`src/design/predriver_regs.vh`:
```
// Constants for the pre-driver channel control and supervision logic
// How it works
// - Pump undervoltage forces outputs off, latches
// - Live pump undervoltage state is readable
// - Pump enabled after supply good, reset released
// - SDO overvoltage disables driver, re-enable at NCS
// - Below power-on threshold: reset, three-state, pump off
// - Above threshold logic runs, outputs follow control
// - External reset active low, pulled up internally
// - Reset latches set, cleared only by read
// - Internal reset is OR of both sources
// - Reset default: low-side N-FET, outputs three-stated
// - Any reset disables outputs, clears diagnostics
// - Eight channels, side and FET type selectable
// - Channel 6 needs enable bit AND pin
// - Channel 6 pin state readable, disable latched
// - Per-channel source: pin or serial bit
// - Pin active low, serial bit active high
// - Gate current code decoded, 00 external resistor
`ifndef PREDRIVER_REGS_VH
`define PREDRIVER_REGS_VH

// ----------------------------------------
// Geometry
// ----------------------------------------
`define NUM_CHANNELS      8
`define CH6_INDEX         5

// ----------------------------------------
// Reset values
// ----------------------------------------
`define SIDE_LOW          1'h0
`define FET_NCHANNEL      1'h0
`define GCC_RESET         2'h0

// ----------------------------------------
// Gate current codes
// ----------------------------------------
`define GCC_EXT_RES       2'h0
`define GCC_HIGH          2'h1
`define GCC_MID           2'h2
`define GCC_LOW           2'h3

// ----------------------------------------
// Timing (pump undervoltage filter, ns)
// ----------------------------------------
`define CLK_PERIOD_NS     50
`define PUMP_UV_FILT_NS   10000
`define PUMP_UV_FILT_CYC  ((`PUMP_UV_FILT_NS + `CLK_PERIOD_NS - 1) / `CLK_PERIOD_NS)

`endif

```
`src/design/predriver_ctrl.v`:
```
// Channel control and supervision of the eight-channel pre-driver
`timescale 1ns/1ps
`default_nettype none
`include "predriver_regs.vh"

module predriver_ctrl
(
    // Clock and power-on reset
    input  wire       ref_clk,
    input  wire       rst_n,
    // Asynchronous pins and comparators
    input  wire       external_reset_n,
    input  wire       channel6_enable_pin,
    input  wire [7:0] channel_on_pin_n,
    input  wire       pumpUvComp,
    input  wire       sdoOvComp,
    input  wire       ncsPin,
    input  wire       sdoDrive,
    // Configuration bits from serial interface
    input  wire [7:0] channel_output_enable,
    input  wire [7:0] serial_channel_on,
    input  wire [7:0] control_source_select,
    input  wire [7:0] side_select,
    input  wire [7:0] fet_type_select,
    input  wire [15:0] gate_current_select,
    input  wire       cfgWrite,
    // Read-clear strobes from serial interface
    input  wire       rdPumpUv,
    input  wire       rdSdoOv,
    input  wire       rdPor,
    input  wire       rdExtReset,
    input  wire       rdCh6,
    // Status
    output wire       pump_undervoltage_latch,
    output wire       pump_undervoltage_state,
    output wire       serial_out_overvoltage_latch,
    output wire       porLatch,
    output wire       external_reset_latch,
    output wire       channel6_pin_state,
    output wire       channel6_disable_latch,
    output reg        internalReset,
    // Analogue controls
    output reg        pumpEnable,
    output reg        openLoadRegEnable,
    output reg        sdoEnable,
    output reg  [7:0] chanDriveOn,
    output reg  [7:0] chanThreeState,
    output reg  [7:0] chanHighSide,
    output reg  [7:0] chanPChannel,
    output reg  [7:0] gateExtResistor,
    output reg  [15:0] gateCurrentLevel
);

    // ----------------------------------------
    // Input synchronisation
    // ----------------------------------------
    wire       extResetSync;
    wire       ch6PinSync;
    wire       pumpUvSync;
    wire       sdoOvSync;
    wire       ncsSync;
    wire [7:0] onPinSync;

    // External reset idles high after reset so a floating pin is inactive
    reg extRst1_q;
    reg extRst2_q;
    always @(posedge ref_clk or negedge rst_n)
    begin
        if (!rst_n)
        begin
            extRst1_q <= 1'h1;
            extRst2_q <= 1'h1;
        end
        else
        begin
            extRst1_q <= external_reset_n;
            extRst2_q <= extRst1_q;
        end
    end
    assign extResetSync = extRst2_q;

    sync2 uCh6 (.ref_clk(ref_clk), .rst_n(rst_n), .asyncIn(channel6_enable_pin), .syncOut(ch6PinSync));
    sync2 uPumpUv (.ref_clk(ref_clk), .rst_n(rst_n), .asyncIn(pumpUvComp), .syncOut(pumpUvSync));
    sync2 uSdoOv (.ref_clk(ref_clk), .rst_n(rst_n), .asyncIn(sdoOvComp), .syncOut(sdoOvSync));
    // Select synchronised inverted so its reset value matches the idle level
    wire ncsSelSync;
    sync2 uNcs (.ref_clk(ref_clk), .rst_n(rst_n), .asyncIn(~ncsPin), .syncOut(ncsSelSync));
    assign ncsSync = ~ncsSelSync;

    genvar gi;
    generate
        for (gi = 0; gi < `NUM_CHANNELS; gi = gi + 1)
        begin : gOnPin
            sync2 uOn (.ref_clk(ref_clk), .rst_n(rst_n), .asyncIn(channel_on_pin_n[gi]),
                       .syncOut(onPinSync[gi]));
        end
    endgenerate

    // ----------------------------------------
    // Internal reset
    // ----------------------------------------
    wire extResetActive = ~extResetSync;

    // OR of power-on and external reset, registered
    always @(posedge ref_clk or negedge rst_n)
    begin
        if (!rst_n)
            internalReset <= 1'h1;
        else
            internalReset <= extResetActive;
    end

    // Charge pump and open-load regulators only after both resets released
    always @(posedge ref_clk or negedge rst_n)
    begin
        if (!rst_n)
        begin
            pumpEnable        <= 1'h0;
            openLoadRegEnable <= 1'h0;
        end
        else
        begin
            pumpEnable        <= ~extResetActive;
            openLoadRegEnable <= ~extResetActive;
        end
    end

    // ----------------------------------------
    // Pump undervoltage filter
    // ----------------------------------------
    localparam integer UV_FILT_CYC = `PUMP_UV_FILT_CYC;
    localparam [9:0]   UV_FILT     = UV_FILT_CYC[9:0];
    reg [9:0] uvCnt_q;
    reg       uvFilt_q;
    reg       uvFiltPrev_q;

    // Filtered comparator: must persist for the filter time
    always @(posedge ref_clk or negedge rst_n)
    begin
        if (!rst_n)
        begin
            uvCnt_q      <= 10'h000;
            uvFilt_q     <= 1'h0;
            uvFiltPrev_q <= 1'h0;
        end
        else
        begin
            uvFiltPrev_q <= uvFilt_q;
            if (internalReset || !pumpUvSync)
            begin
                uvCnt_q  <= 10'h000;
                uvFilt_q <= 1'h0;
            end
            else if (uvCnt_q < UV_FILT - 10'h001)
                uvCnt_q <= uvCnt_q + 10'h001;
            else
                uvFilt_q <= 1'h1;
        end
    end

    assign pump_undervoltage_state = pumpUvSync;

    wire uvRise = uvFilt_q & ~uvFiltPrev_q;

    // ----------------------------------------
    // Status latches (sticky, read clears)
    // ----------------------------------------
    wire ch6DisableEvent;
    wire sdoOvEvent;
    reg  porSeen_q;
    reg  extLatchClr;

    // One-shot after power-on reset release
    always @(posedge ref_clk or negedge rst_n)
    begin
        if (!rst_n)
            porSeen_q <= 1'h0;
        else
            porSeen_q <= 1'h1;
    end

    // External reset latch cleared only by its read strobe, not by internal reset
    always @*
    begin
        extLatchClr = rdExtReset;
    end

    sticky_flag uPumpUvL (.ref_clk(ref_clk), .rst_n(rst_n), .setEvent(uvRise),
                          .readClear(rdPumpUv | internalReset), .flag(pump_undervoltage_latch));
    sticky_flag uSdoOvL (.ref_clk(ref_clk), .rst_n(rst_n), .setEvent(sdoOvEvent),
                         .readClear(rdSdoOv | internalReset), .flag(serial_out_overvoltage_latch));
    sticky_flag uPorL (.ref_clk(ref_clk), .rst_n(rst_n), .setEvent(~porSeen_q),
                       .readClear(rdPor), .flag(porLatch));
    sticky_flag uExtL (.ref_clk(ref_clk), .rst_n(rst_n), .setEvent(extResetActive),
                       .readClear(extLatchClr), .flag(external_reset_latch));
    sticky_flag uCh6L (.ref_clk(ref_clk), .rst_n(rst_n), .setEvent(ch6DisableEvent),
                       .readClear(rdCh6 | internalReset), .flag(channel6_disable_latch));

    assign channel6_pin_state = ch6PinSync;

    // ----------------------------------------
    // SDO overvoltage protection
    // ----------------------------------------
    reg ncsPrev_q;
    reg ovPrev_q;
    reg sdoOff_q;

    // Driver off on overvoltage, back on at NCS rise once clear
    always @(posedge ref_clk or negedge rst_n)
    begin
        if (!rst_n)
        begin
            ncsPrev_q <= 1'h1;
            ovPrev_q  <= 1'h0;
            sdoOff_q  <= 1'h0;
        end
        else
        begin
            ncsPrev_q <= ncsSync;
            ovPrev_q  <= sdoOvSync;
            if (sdoOvSync)
                sdoOff_q <= 1'h1;
            else if (ncsSync && !ncsPrev_q)
                sdoOff_q <= 1'h0;
        end
    end
    assign sdoOvEvent = sdoOvSync & ~ovPrev_q;

    // SDO enable: low-active select, not off, and caller drives
    always @(posedge ref_clk or negedge rst_n)
    begin
        if (!rst_n)
            sdoEnable <= 1'h0;
        else
            sdoEnable <= sdoDrive & ~ncsSync & ~sdoOff_q & ~sdoOvSync;
    end

    // ----------------------------------------
    // Channel configuration registers
    // ----------------------------------------
    reg [7:0]  enable_q;
    reg [7:0]  side_q;
    reg [7:0]  fet_q;
    reg [15:0] gcc_q;

    // Captured on write; reset restores defaults
    always @(posedge ref_clk or negedge rst_n)
    begin
        if (!rst_n)
        begin
            enable_q <= 8'h00;
            side_q   <= {8{`SIDE_LOW}};
            fet_q    <= {8{`FET_NCHANNEL}};
            gcc_q    <= {8{`GCC_RESET}};
        end
        else if (internalReset)
        begin
            enable_q <= 8'h00;
            side_q   <= {8{`SIDE_LOW}};
            fet_q    <= {8{`FET_NCHANNEL}};
            gcc_q    <= {8{`GCC_RESET}};
        end
        else if (cfgWrite)
        begin
            enable_q <= channel_output_enable;
            side_q   <= side_select;
            fet_q    <= fet_type_select;
            gcc_q    <= gate_current_select;
        end
    end

    // ----------------------------------------
    // Channel-6 gating
    // ----------------------------------------
    reg ch6EffPrev_q;
    wire [7:0] chanEnabled;

    assign chanEnabled = enable_q & ~(8'h01 << `CH6_INDEX)
                       | ({7'h00, enable_q[`CH6_INDEX] & ch6PinSync} << `CH6_INDEX);

    // Disable by pin while enable bit set
    always @(posedge ref_clk or negedge rst_n)
    begin
        if (!rst_n)
            ch6EffPrev_q <= 1'h0;
        else
            ch6EffPrev_q <= chanEnabled[`CH6_INDEX];
    end
    assign ch6DisableEvent = ch6EffPrev_q & ~ch6PinSync & enable_q[`CH6_INDEX];

    // ----------------------------------------
    // Output control
    // ----------------------------------------
    reg [7:0]  onCmd;
    reg [15:0] gccLevel;
    reg [7:0]  gccExt;
    integer    k;

    // Source mux, polarity and gate-current decode per channel
    always @*
    begin
        onCmd    = 8'h00;
        gccLevel = 16'h0000;
        gccExt   = 8'h00;
        for (k = 0; k < `NUM_CHANNELS; k = k + 1)
        begin
            if (control_source_select[k])
                onCmd[k] = serial_channel_on[k];
            else
                onCmd[k] = ~onPinSync[k];
            case (gcc_q[2*k +: 2])
                `GCC_EXT_RES: gccExt[k] = 1'h1;
                `GCC_HIGH:    gccLevel[2*k +: 2] = 2'h1;
                `GCC_MID:     gccLevel[2*k +: 2] = 2'h2;
                `GCC_LOW:     gccLevel[2*k +: 2] = 2'h3;
                default:      gccExt[k] = 1'h1;
            endcase
        end
    end

    // Registered drive outputs, forced off on reset or pump undervoltage
    always @(posedge ref_clk or negedge rst_n)
    begin
        if (!rst_n)
        begin
            chanDriveOn      <= 8'h00;
            chanThreeState   <= 8'hFF;
            chanHighSide     <= 8'h00;
            chanPChannel     <= 8'h00;
            gateExtResistor  <= 8'hFF;
            gateCurrentLevel <= 16'h0000;
        end
        else
        begin
            chanThreeState   <= internalReset ? 8'hFF : ~chanEnabled;
            chanDriveOn      <= (internalReset || uvFilt_q) ? 8'h00
                              : (onCmd & chanEnabled);
            chanHighSide     <= side_q;
            chanPChannel     <= fet_q;
            gateExtResistor  <= gccExt;
            gateCurrentLevel <= gccLevel;
        end
    end

endmodule // predriver_ctrl

`default_nettype wire

```
`src/design/sync2.v`:
```
// Two-flop synchroniser for one asynchronous level
`timescale 1ns/1ps
`default_nettype none

module sync2
(
    // Clock and reset
    input  wire ref_clk,
    input  wire rst_n,
    // Data
    input  wire asyncIn,
    output wire syncOut
);

    reg stage1_q;
    reg stage2_q;

    // Two stages, first read only by second
    always @(posedge ref_clk or negedge rst_n)
    begin
        if (!rst_n)
        begin
            stage1_q <= 1'h0;
            stage2_q <= 1'h0;
        end
        else
        begin
            stage1_q <= asyncIn;
            stage2_q <= stage1_q;
        end
    end

    assign syncOut = stage2_q;

endmodule // sync2

`default_nettype wire

```
`src/design/sticky_flag.v`:
```
// Sticky status flag, set wins over read clear
`timescale 1ns/1ps
`default_nettype none

module sticky_flag
(
    // Clock and reset
    input  wire ref_clk,
    input  wire rst_n,
    // Control
    input  wire setEvent,
    input  wire readClear,
    output wire flag
);

    reg flag_q;

    // Set dominates clear on the same edge
    always @(posedge ref_clk or negedge rst_n)
    begin
        if (!rst_n)
            flag_q <= 1'h0;
        else if (setEvent)
            flag_q <= 1'h1;
        else if (readClear)
            flag_q <= 1'h0;
    end

    assign flag = flag_q;

endmodule // sticky_flag

`default_nettype wire

```
`config.mk`:
```
export PLATFORM = sky130hd
export DESIGN_NAME = predriver_ctrl
export DESIGN_NICKNAME = d
export VERILOG_FILES = /design/src/design/predriver_ctrl.v /design/src/design/sync2.v /design/src/design/sticky_flag.v
export VERILOG_INCLUDE_DIRS = /design/src /design/src/design
export SDC_FILE = /design/constraint.sdc
export NUM_CORES = 1
export LEC_CHECK = 0
export BUFFER_PORTS_ARGS = -buffer_cell sky130_fd_sc_hd__buf_2
export CAP_MARGIN = 10
export CORE_ASPECT_RATIO = 1.1
export CORE_UTILIZATION = 51
export CTS_CLUSTER_SIZE = 24
export DETAILED_ROUTE_END_ITERATION = 8
export GPL_TIMING_DRIVEN = 0
export PLACE_DENSITY = 0.79
export RECOVER_POWER = 50
export SYNTH_ARGS = -nofsm -noshare
export SYNTH_HDL_FRONTEND = slang
export SYNTH_SLANG_ARGS = --single-unit
```
`constraint.sdc`:
```
create_clock -name ref_clk -period 1.85 [get_ports ref_clk]
set_input_delay 0.185 -clock ref_clk [delete_from_list [all_inputs] [get_ports ref_clk]]
set_output_delay 0.185 -clock ref_clk [all_outputs]
set_load 0.02 [all_outputs]
```
# Word-level counts from Yosys, hierarchy flattened
# Cells that the tools add are included.
# totals
register_bits	147
input_bits	78
output_inout_bits	67
word_cells	180
# op_classes
add_sub_neg	1
magnitude_cmp	1
n_eq_ne	27
n_mux	50
bitwise	30
reduce_logical	19
# ops
cell	count
$mux W8	8
$pmux W2 S3	8
$eq A2 B2 Y1 const B	16
$mux W16	2
$mux W1	30
$mux W10	2
$eq A2 B1 Y1 const B	8
$logic_not A2 Y1	8
$not A1 Y1	16
$reduce_bool A2 Y1	6
$add A10 B1 Y10 const B	1
$lt A10 B8 Y1 const B	1
$and A1 B1 Y1	8
$and A8 B8 Y8	1
$not A8 Y8	1
$or A8 B6 Y8	1
$ne A2 B2 Y1 const B	3
$or A1 B1 Y1	3
$logic_not A1 Y1	2
$logic_or A1 B1 Y1	2
$logic_and A1 B1 Y1	1

# Longest topological paths before layout
# Gate-level depths: netlist (run 1).
# logic_depth
word_depth	4
mapped_depth	5
ltp_nobuf	4

# Modules after synthesis
# From an unflattened synthesis (run 1), not the netlist that was laid out.
# unflattened
cells_unflattened	363
area_unflattened_um2	4973.5
# modules_own_cells
mod	n_inst	cells_per_inst	area_per_inst_um2	seq_area_each_um2
predriver_ctrl	1	324	4191.5	2977.9
sync2	12	2	50.0	50.0
sticky_flag	5	3	36.3	25.0

# Worst setup path after synthesis (run 1)
# No wires, ideal clock.
# synth_timing
path_kind	reg-to-reg
start	reg uvCnt_q[7]
end	reg uvCnt_q[6]
setup_ns	0.078
t_arrival_ns	1.359
required_time_ns	1.772
path_slack_ns	0.413
stages_incl_launch_ff	4
path_buffers	0
period_less_slack_ns	1.437
cell_sequence	dfrtp_1 a211o_1 or4_1 a21oi_1
# synth_between
elab_chain_len	2
# synth_lines
item	line	text
from (decl)	predriver_ctrl.v:133	reg [9:0] uvCnt_q;
from (signal assigned)	predriver_ctrl.v:155	uvCnt_q <= uvCnt_q + 10'h001;
$lt A10 B8 Y1	predriver_ctrl.v:154	else if (uvCnt_q < UV_FILT - 10'h001)
$reduce_bool A2 Y1 (no source line)	n/a	
# Every way passes these cells.
# A chain may end at the register's enable or synchronous reset.

# Worst setup path after layout (run 1)
# layout_timing
start	reg internalReset
end	reg uPumpUvL.flag_q, in the netlist uPumpUvL.flag
# layout_between
elab_chain_len	2
# layout_lines
item	line	text
from (decl)	predriver_ctrl.v:41	output reg internalReset,
from (signal assigned)	predriver_ctrl.v:110	internalReset <= extResetActive;
$or A1 B1 Y1	predriver_ctrl.v:189	.readClear(rdPumpUv | internalReset), .flag(pump_undervoltage_latch));
$reduce_bool A2 Y1 (no source line)	n/a	
to (signal assigned)	sticky_flag.v:22	flag_q <= 1'h0;
to (signal assigned)	sticky_flag.v:24	flag_q <= 1'h1;
to (signal assigned)	sticky_flag.v:26	flag_q <= 1'h0;
to (decl)	sticky_flag.v:16	reg flag_q;
# Every way passes these cells.

==> flow_summary.yaml, run 1 <==
critical_path:
  worst_setup_path_end_kind: "register"
  critical_path_peak_fanout: 10
  r2r-start: "internalReset$_DFF_PN1_"
  worst-path-buf-inv: 2
  timing.critical_path.slowest_cell_delay_ns: 0.52
  start_kind: "register"
  timing.critical_path.mode_cell: "clkbuf_1"
  reg2regPathDepth: 5
  timing.critical_path.cells: "clkbuf_1, clkbuf_1, nor2_1, nand2_1, o21ai_0"
  crit_family: "buffers and inverters"
  path_class: "register to register"
  worst_flop_to_flop_path_endpoint: "uPumpUvL.flag$_DFFE_PN0P_"
  max_stage_delay_cell_worst_path: "dfstp_2"
  reg2reg_slack_ns: 0.16
  cp_data_arrival_time_ns: 2.08
  critPathRequiredTime_ns: 2.25
logic_synthesis:
  dominantRegCellSynth: "dfrtp_1"
  yosys_warnings: 0
  post_synth_instance_area_mm2: 0.004938
  yosys_register_bits: 147
  synth_sequential_area_ratio: 0.7499
  synth_area_leaders: "dfrtp_1 (64%), dfstp_2 (11%), mux2i_1 (8.5%), nor2_1 (4.0%), clkbuf_1 (1.8%)"
  synth_cell_types: 29
  post_synth_inst_count: 361
  synth-edff-count: 0
  syn_area_per_cell_um2: 13.68
  synth_largest_area_cell: "dfrtp_1"
  yosys.area.top_type_share: 0.6435
  postSynthNetCount: 440
  async_flop_share: 1.000
timing:
  setup_violations: 0
  rsz_0062_raised_after_global_routing: "false"
  fmax_mhz: 593.0
  timing.final.max_slew_violations: 0
  transition_time_of_the_tightest_slew_check_pin_ns: 0.9357
  skew_ns: 0.007065
  post-route-min-period_ns: 1.686
  fin_setup_tns_ns: 0
  hold_violations: 0
  period_share: 0.9116
  max_slew_margin: 0.3762
routing:
  dr_wl_met2_um: 5713
  drt-pass1-iter-count: 5
  detail_route.wirelength.met1_um: 4149
  drt_first_iter_violations: 109
  post_drt_via_cell_ratio: 4.839
  drcViolationCount: 0
  highest_layer: "met4"
  drt-total-wl_um: 10630
  route.detailed.wl_per_inst_um: 14.86
  route.met3.wl_um: 575
  remaining_number_of_nets_flagged_by_the_antenna_check_after_routing: 0
  vias: 3460
place:
  gpl.final_weighted_congestion: 0.8284
  port_buffers: 143
  dp_hpwl_um: 6340
power:
  totalPowerFinal_mw: 7.736
  p_seq_frac: 0.448
  vdd_ir_drop_max_mv: 0.6011
  power.clock.fraction: 0.471
  fraction_of_power_spent_switching_nets: 0.2142
  netSwitchingPower_mw: 1.657
  power_report.internal_total_mw: 6.079
  power_frac_comb: 0.082
  total_leakage_power_nw: 3.603
  power.density_mw_per_mm2: 1094
worst_hold_path:
  destination_of_the_worst_hold_path: "chanDriveOn[6]$_DFF_PN0_"
  min_path_cells: 3
  timing.hold.worst.class: "input pin to register"
  min-delay-start: "control_source_select[6]"
clock_network:
  ctsRootBufferMaster: "clkbuf_8"
  ctsResizeCount: 0
  htreeDepth: 4
  ctsLongestPathBuffers: 2
  insertion_delay_ns: 0.52
  cts_tree: "built"
  path_clk_slew_ns: 0.06
  numClockSinks: 147
  tritoncts.num_buffers: 17
job:
  timing.max_cap.violations: 0
cells_and_area:
  antenna_cells_inserted: 0
  flow.area_growth_from_synthesis_pct: 43.15
  postLayoutCoreUtil: 0.7522
  drive_above_1_share: 0.3328
  most-common-layout-cells: "buf_2 (145), dfrtp_1 (127), dlygate4sd3_1 (61), nor2_1 (53), mux2i_1 (42)"
  fin_nets: 664
  layout.cells.most_common: "buf_2"
floorplan:
  dieHeight_um: 105.2
  initial_utilization: 0.5255
  std_cell_rows: 37
  floorplan.die_area_mm2: 0.01008
  coreArea_mm2: 0.009398
  ios: 145
  die_w_um: 95.83
global_route:
  via_count_of_the_first_global_routing_pass: 3629
  number_of_antenna_violations_at_the_first_check_in_global_routing: 0
  globalRouteTotalUtil: 0.2317
  grt-ovfl-total: 0
  pin_count_of_the_biggest_net_entering_global_routing: 76
  grt_pass1_wl_um: 17070
status:
  status: "finished, final reports clean"
-- power by group through the flow --
stage | clock, mW | combinational [mW] | sequential, mW
after floorplan | 0 | 0.162 | 3.60
after global placement | 0 | 0.509 | 3.51
after detailed placement | 0 | 0.532 | 3.52
after CTS | 3.69 | 0.638 | 3.46
after global routing | 3.83 | 0.694 | 3.48
final | 3.64 | 0.631 | 3.46
-- repair_timing --
item                                   in CTS  in global routing
hold buffers                               61                  0
endpoints found under the hold margin     121                  0
buffers inserted                            0                  0
-- synth_stat cells (2+ instances only) --
master    instances
nand2b_1         10
and3_1            8
buf_2             4
o31ai_1           3
and2_1            3
mux2i_1          42
or4_1             3
inv_1             9
o41ai_1           2
nand2_1          18
dfrtp_1         127
nor3_1            2
o21a_1            2
nor2_1           53
nand3_1           2
dfstp_2          20
o21ai_0          14
o211ai_1          2
a21oi_1           4
clkbuf_1         24
-- tightest hold or removal path: cells and delay by family --
| kind | cells | cell delay (ns) |
|---|---|---|
| AOI/OAI and AO/OA | 1 | 0.06 |
| and+or+nand+nor | 1 | 0.16 |
| buffers and inverters | 1 | 0.08 |
-- worst max-delay path by stage --
stage / from / end / slack (ns) / cells past startpoint
6_report: internalReset$_DFF_PN1_ / uPumpUvL.flag$_DFFE_PN0P_ / 0.16 / 5
5_1_grt: internalReset$_DFF_PN1_ / uCh6L.flag$_DFFE_PN0P_ / 0.02 / 5
4_1_cts: internalReset$_DFF_PN1_ / uPumpUvL.flag$_DFFE_PN0P_ / 0.11 / 5
3_5_place_dp: internalReset$_DFF_PN1_ / uPumpUvL.flag$_DFFE_PN0P_ / 0.14 / 5
3_3_place_gp: rst_n / chanDriveOn[5]$_DFF_PN0_ / -1.29 / 1
2_1_floorplan: uvCnt_q[7]$_DFFE_PN0P_ / uvCnt_q[6]$_DFFE_PN0P_ / 0.41 / 3
-- registers in the layout, indices dropped and copies added, names as in the netlist, 8 cells and up --
signal	count
gateCurrentLevel	16
chanDriveOn	8
gateExtResistor	8
gOnPin.uOn.syncOut	8
chanThreeState	8
gcc_q	16
chanHighSide	8
side_q	8
uvCnt_q	10
enable_q	8
gOnPin.uOn.stage1_q	8
chanPChannel	8
fet_q	8
-- kinds of logic after synthesis --
logic type / after synthesis / share of synthesized area
AOI/OAI and AO/OA: 30 / 0.03699
adders and majority gates: 1 / 0.002533
buffers and inverters: 38 / 0.03066
DFF: 147 / 0.7499
muxes: 42 / 0.08513
other: 1 / 0.0007593
and+or+nand+nor: 102 / 0.09400
-- routing by layer --
layer	up-vias	GRT usage
li1	1623	-
met1	1692	0.2563
met2	128	0.4153
met3	17	0.05968
met4	0	0.09275
met5	-	0
-- area by class of cell --
cell class / instances / area [um2]
clock buffers: 24 / 500.5
repair buffers: 205 / 1339
inverters: 9 / 33.78
well taps: 117 / 146.4
flip-flops and latches: 147 / 3704
fillers: 595 / 2328
plain buffers: 29 / 117.6
clock inverters: 8 / 145.1
multi-input cells: 176 / 1084
-- through the flow --
step | area [um2] | setup slack, ns | cells | hold slack, ns
after floorplan | 4938 | 0.4133 | 361 | -0.1106
after global placement | 5801 | -1.285 | 621 | 0.2904
after detailed placement | 5834 | 0.1389 | 622 | 0.2400
after CTS | 7091 | 0.1119 | 715 | 0.0009641
after global routing | 7069 | 0.01886 | 715 | 0.02163
final | 7069 | 0.1636 | 715 | 0.01980
Power figures use the tool's default switching activity.
==> inputs of run 2 (changes only) <==
--- a/config.mk
+++ b/config.mk
@@ -13,6 +13,7 @@
 export CTS_CLUSTER_SIZE = 24
 export DETAILED_ROUTE_END_ITERATION = 8
 export GPL_TIMING_DRIVEN = 0
+export HOLD_SLACK_MARGIN = 0.05
 export PLACE_DENSITY = 0.79
 export RECOVER_POWER = 50
 export SYNTH_ARGS = -nofsm -noshare
==> constraint.sdc (replaced) <==
create_clock -name ref_clk -period 1.85 [get_ports ref_clk]
set_input_delay 0 -clock ref_clk [delete_from_list [all_inputs] [get_ports ref_clk]]
set_output_delay 0 -clock ref_clk [all_outputs]
set_load 0.02 [all_outputs]
==> flow_summary.yaml, run 2 (synthesis gave the netlist of run 1 again) <==
status:
  status: "complete, but fails checks"
  violations: "capacitance limit, slew limit"
place:
  dp_hpwl_um: 6340
  placedCellCount: 622
  port_buffers: 143
  gpl.final_weighted_congestion: 0.8284
clock_network:
  ctsResizeCount: 0
  insertion_delay_ns: 0.51
  cts_tree: "built"
  path_clk_slew_ns: 0.06
  cts_post_setup_buffers_inserted: 0
  htreeDepth: 4
  numClockSinks: 147
  ctsLongestPathBuffers: 2
  ctsRootBufferMaster: "clkbuf_8"
  tritoncts.num_buffers: 17
critical_path:
  reg2reg_slack_ns: 0.14
  cp_data_arrival_time_ns: 2.13
  path_class: "input pin to register"
  critical_path_peak_fanout: 1
  worst_setup_path_end_kind: "register"
  critPathRequiredTime_ns: 2.25
  start_kind: "input pin"
cells_and_area:
  layout_top_registers: "gateCurrentLevel: 16 flops, gcc_q: 16 flops, uvCnt_q: 10 flops"
  flow.area_growth_from_synthesis_pct: 47.33
  antenna_cells_inserted: 0
  final-instance-count-excl-fill: 735
  most-common-layout-cells: "buf_2 (146), dfrtp_1 (127), dlygate4sd3_1 (81), nor2_1 (53), mux2i_1 (42)"
  fin_nets: 684
  drive_above_1_share: 0.3220
  layout.cells.most_common: "buf_2"
timing:
  setup_violations: 0
  post-route-min-period_ns: 1.726
  period_share: 0.9329
  max_slew_margin: -0.02856
  timing.final.max_slew_violations: 73
  rsz_0062_raised_after_global_routing: "false"
  fmax_mhz: 579.4
  skew_ns: 0.006309
  hold_violations: 0
  transition_time_of_the_tightest_slew_check_pin_ns: 1.543
routing:
  drt-total-wl_um: 11240
  drcViolationCount: 0
  vias: 3526
  drt_first_iter_violations: 106
  drt-pass1-iter-count: 6
  route.detailed.wl_per_inst_um: 15.29
  remaining_number_of_nets_flagged_by_the_antenna_check_after_routing: 0
  post_drt_via_cell_ratio: 4.797
power:
  power.density_mw_per_mm2: 1069
  total_leakage_power_nw: 3.685
  vdd_ir_drop_max_mv: 0.5931
  totalPowerFinal_mw: 7.780
floorplan:
  std_cell_rows: 37
  initial_utilization: 0.5255
  floorplan.die_area_mm2: 0.01008
  dieHeight_um: 105.2
  coreArea_mm2: 0.009398
  die_w_um: 95.83
  ios: 145
global_route:
  via_count_of_the_first_global_routing_pass: 3786
  grt-ovfl-total: 0
  pin_count_of_the_biggest_net_entering_global_routing: 76
  number_of_antenna_violations_at_the_first_check_in_global_routing: 0
  grt_pass1_wl_um: 17930
  globalRouteTotalUtil: 0.2440
worst_hold_path:
  timing.hold.worst.class: "input pin to register"
job:
  timing.max_cap.violations: 1
run 2: changes by cell type in the layout (fill, tap and decap cells not counted), sizes merged:
cell / previous run / this run
clkbuf: 50 / 49
dlygate4sd3: 61 / 81
buf: 147 / 148
run 2: routing by layer:
layer	wire [um]	track usage	up-vias	share of wire
met2	6158	0.4423	106	0.55
met3	535	0.06041	16	0.048
met1	4372	0.2688	1745	0.39
met5	0	0	-	0
li1	-	-	1659	-
met4	169	0.09275	0	0.015
run 2: final cells by class:
| class | instances | area, um2 |
|---|---|---|
| fillers | 557 | 2122 |
| inverters | 9 | 33.78 |
| clock inverters | 8 | 145.1 |
| flip-flops and latches | 147 | 3704 |
| well taps | 117 | 146.4 |
| multi-input cells | 176 | 1084 |
| plain buffers | 29 | 117.6 |
| clock buffers | 24 | 500.5 |
| repair buffers | 225 | 1545 |
run 2: report_power, final:
group / switching, mW / internal [mW] / total, mW
sequential: 0.0694 / 3.39 / 3.46
combinational: 0.361 / 0.317 / 0.678
clock: 1.23 / 2.40 / 3.64
total: 1.67 / 6.11 / 7.78
run 2: through the flow:
step | TNS [ns] | utilization | hold slack (ns) | worst slack [ns] | area [um2]
6_report | 0 | 0.7742 | 0.1180 | 0.1242 | 7276
5_1_grt | 0 | 0.7742 | 0.1241 | 0.01316 | 7276
4_1_cts | 0 | 0.7758 | 0.07989 | 0.1119 | 7291
3_5_place_dp | 0 | 0.6208 | 0.05504 | 0.1389 | 5834
3_3_place_gp | -145.11 | 0.6172 | 0.1054 | -1.100 | 5801
2_1_floorplan | 0 | - | -0.2956 | 0.4133 | 4938
run 2: worst paths after layout:
kind,from,cells after the start,end
max in group asynchronous,rst_n,3,gateExtResistor[7]$_DFF_PN1_
min,cfgWrite,4,gcc_q[6]$_DFFE_PN0P_
max reg2reg,internalReset$_DFF_PN1_,5,uCh6L.flag$_DFFE_PN0P_
min reg2reg,gOnPin[3].uOn.stage1_q$_DFF_PN0_,0,gOnPin[3].uOn.syncOut$_DFF_PN0_
min in group asynchronous,rst_n,2,uPorL.flag$_DFFE_PN0P_
max,serial_channel_on[7],7,chanDriveOn[7]$_DFF_PN0_
run 2: what timing repair did:
action,CTS,global route
hold buffers,81,0
setup endpoints to repair,0,0
endpoints found under the hold margin,205,0
run 2: worst max-delay path: stages:
cell,delay [ns]
dlygate4sd3_1,0.54
buf_2,0.13
nand2_1,0.06
dlygate4sd3_1,0.56
o21ai_0,0.09
dlygate4sd3_1,0.56
and3_1,0.18
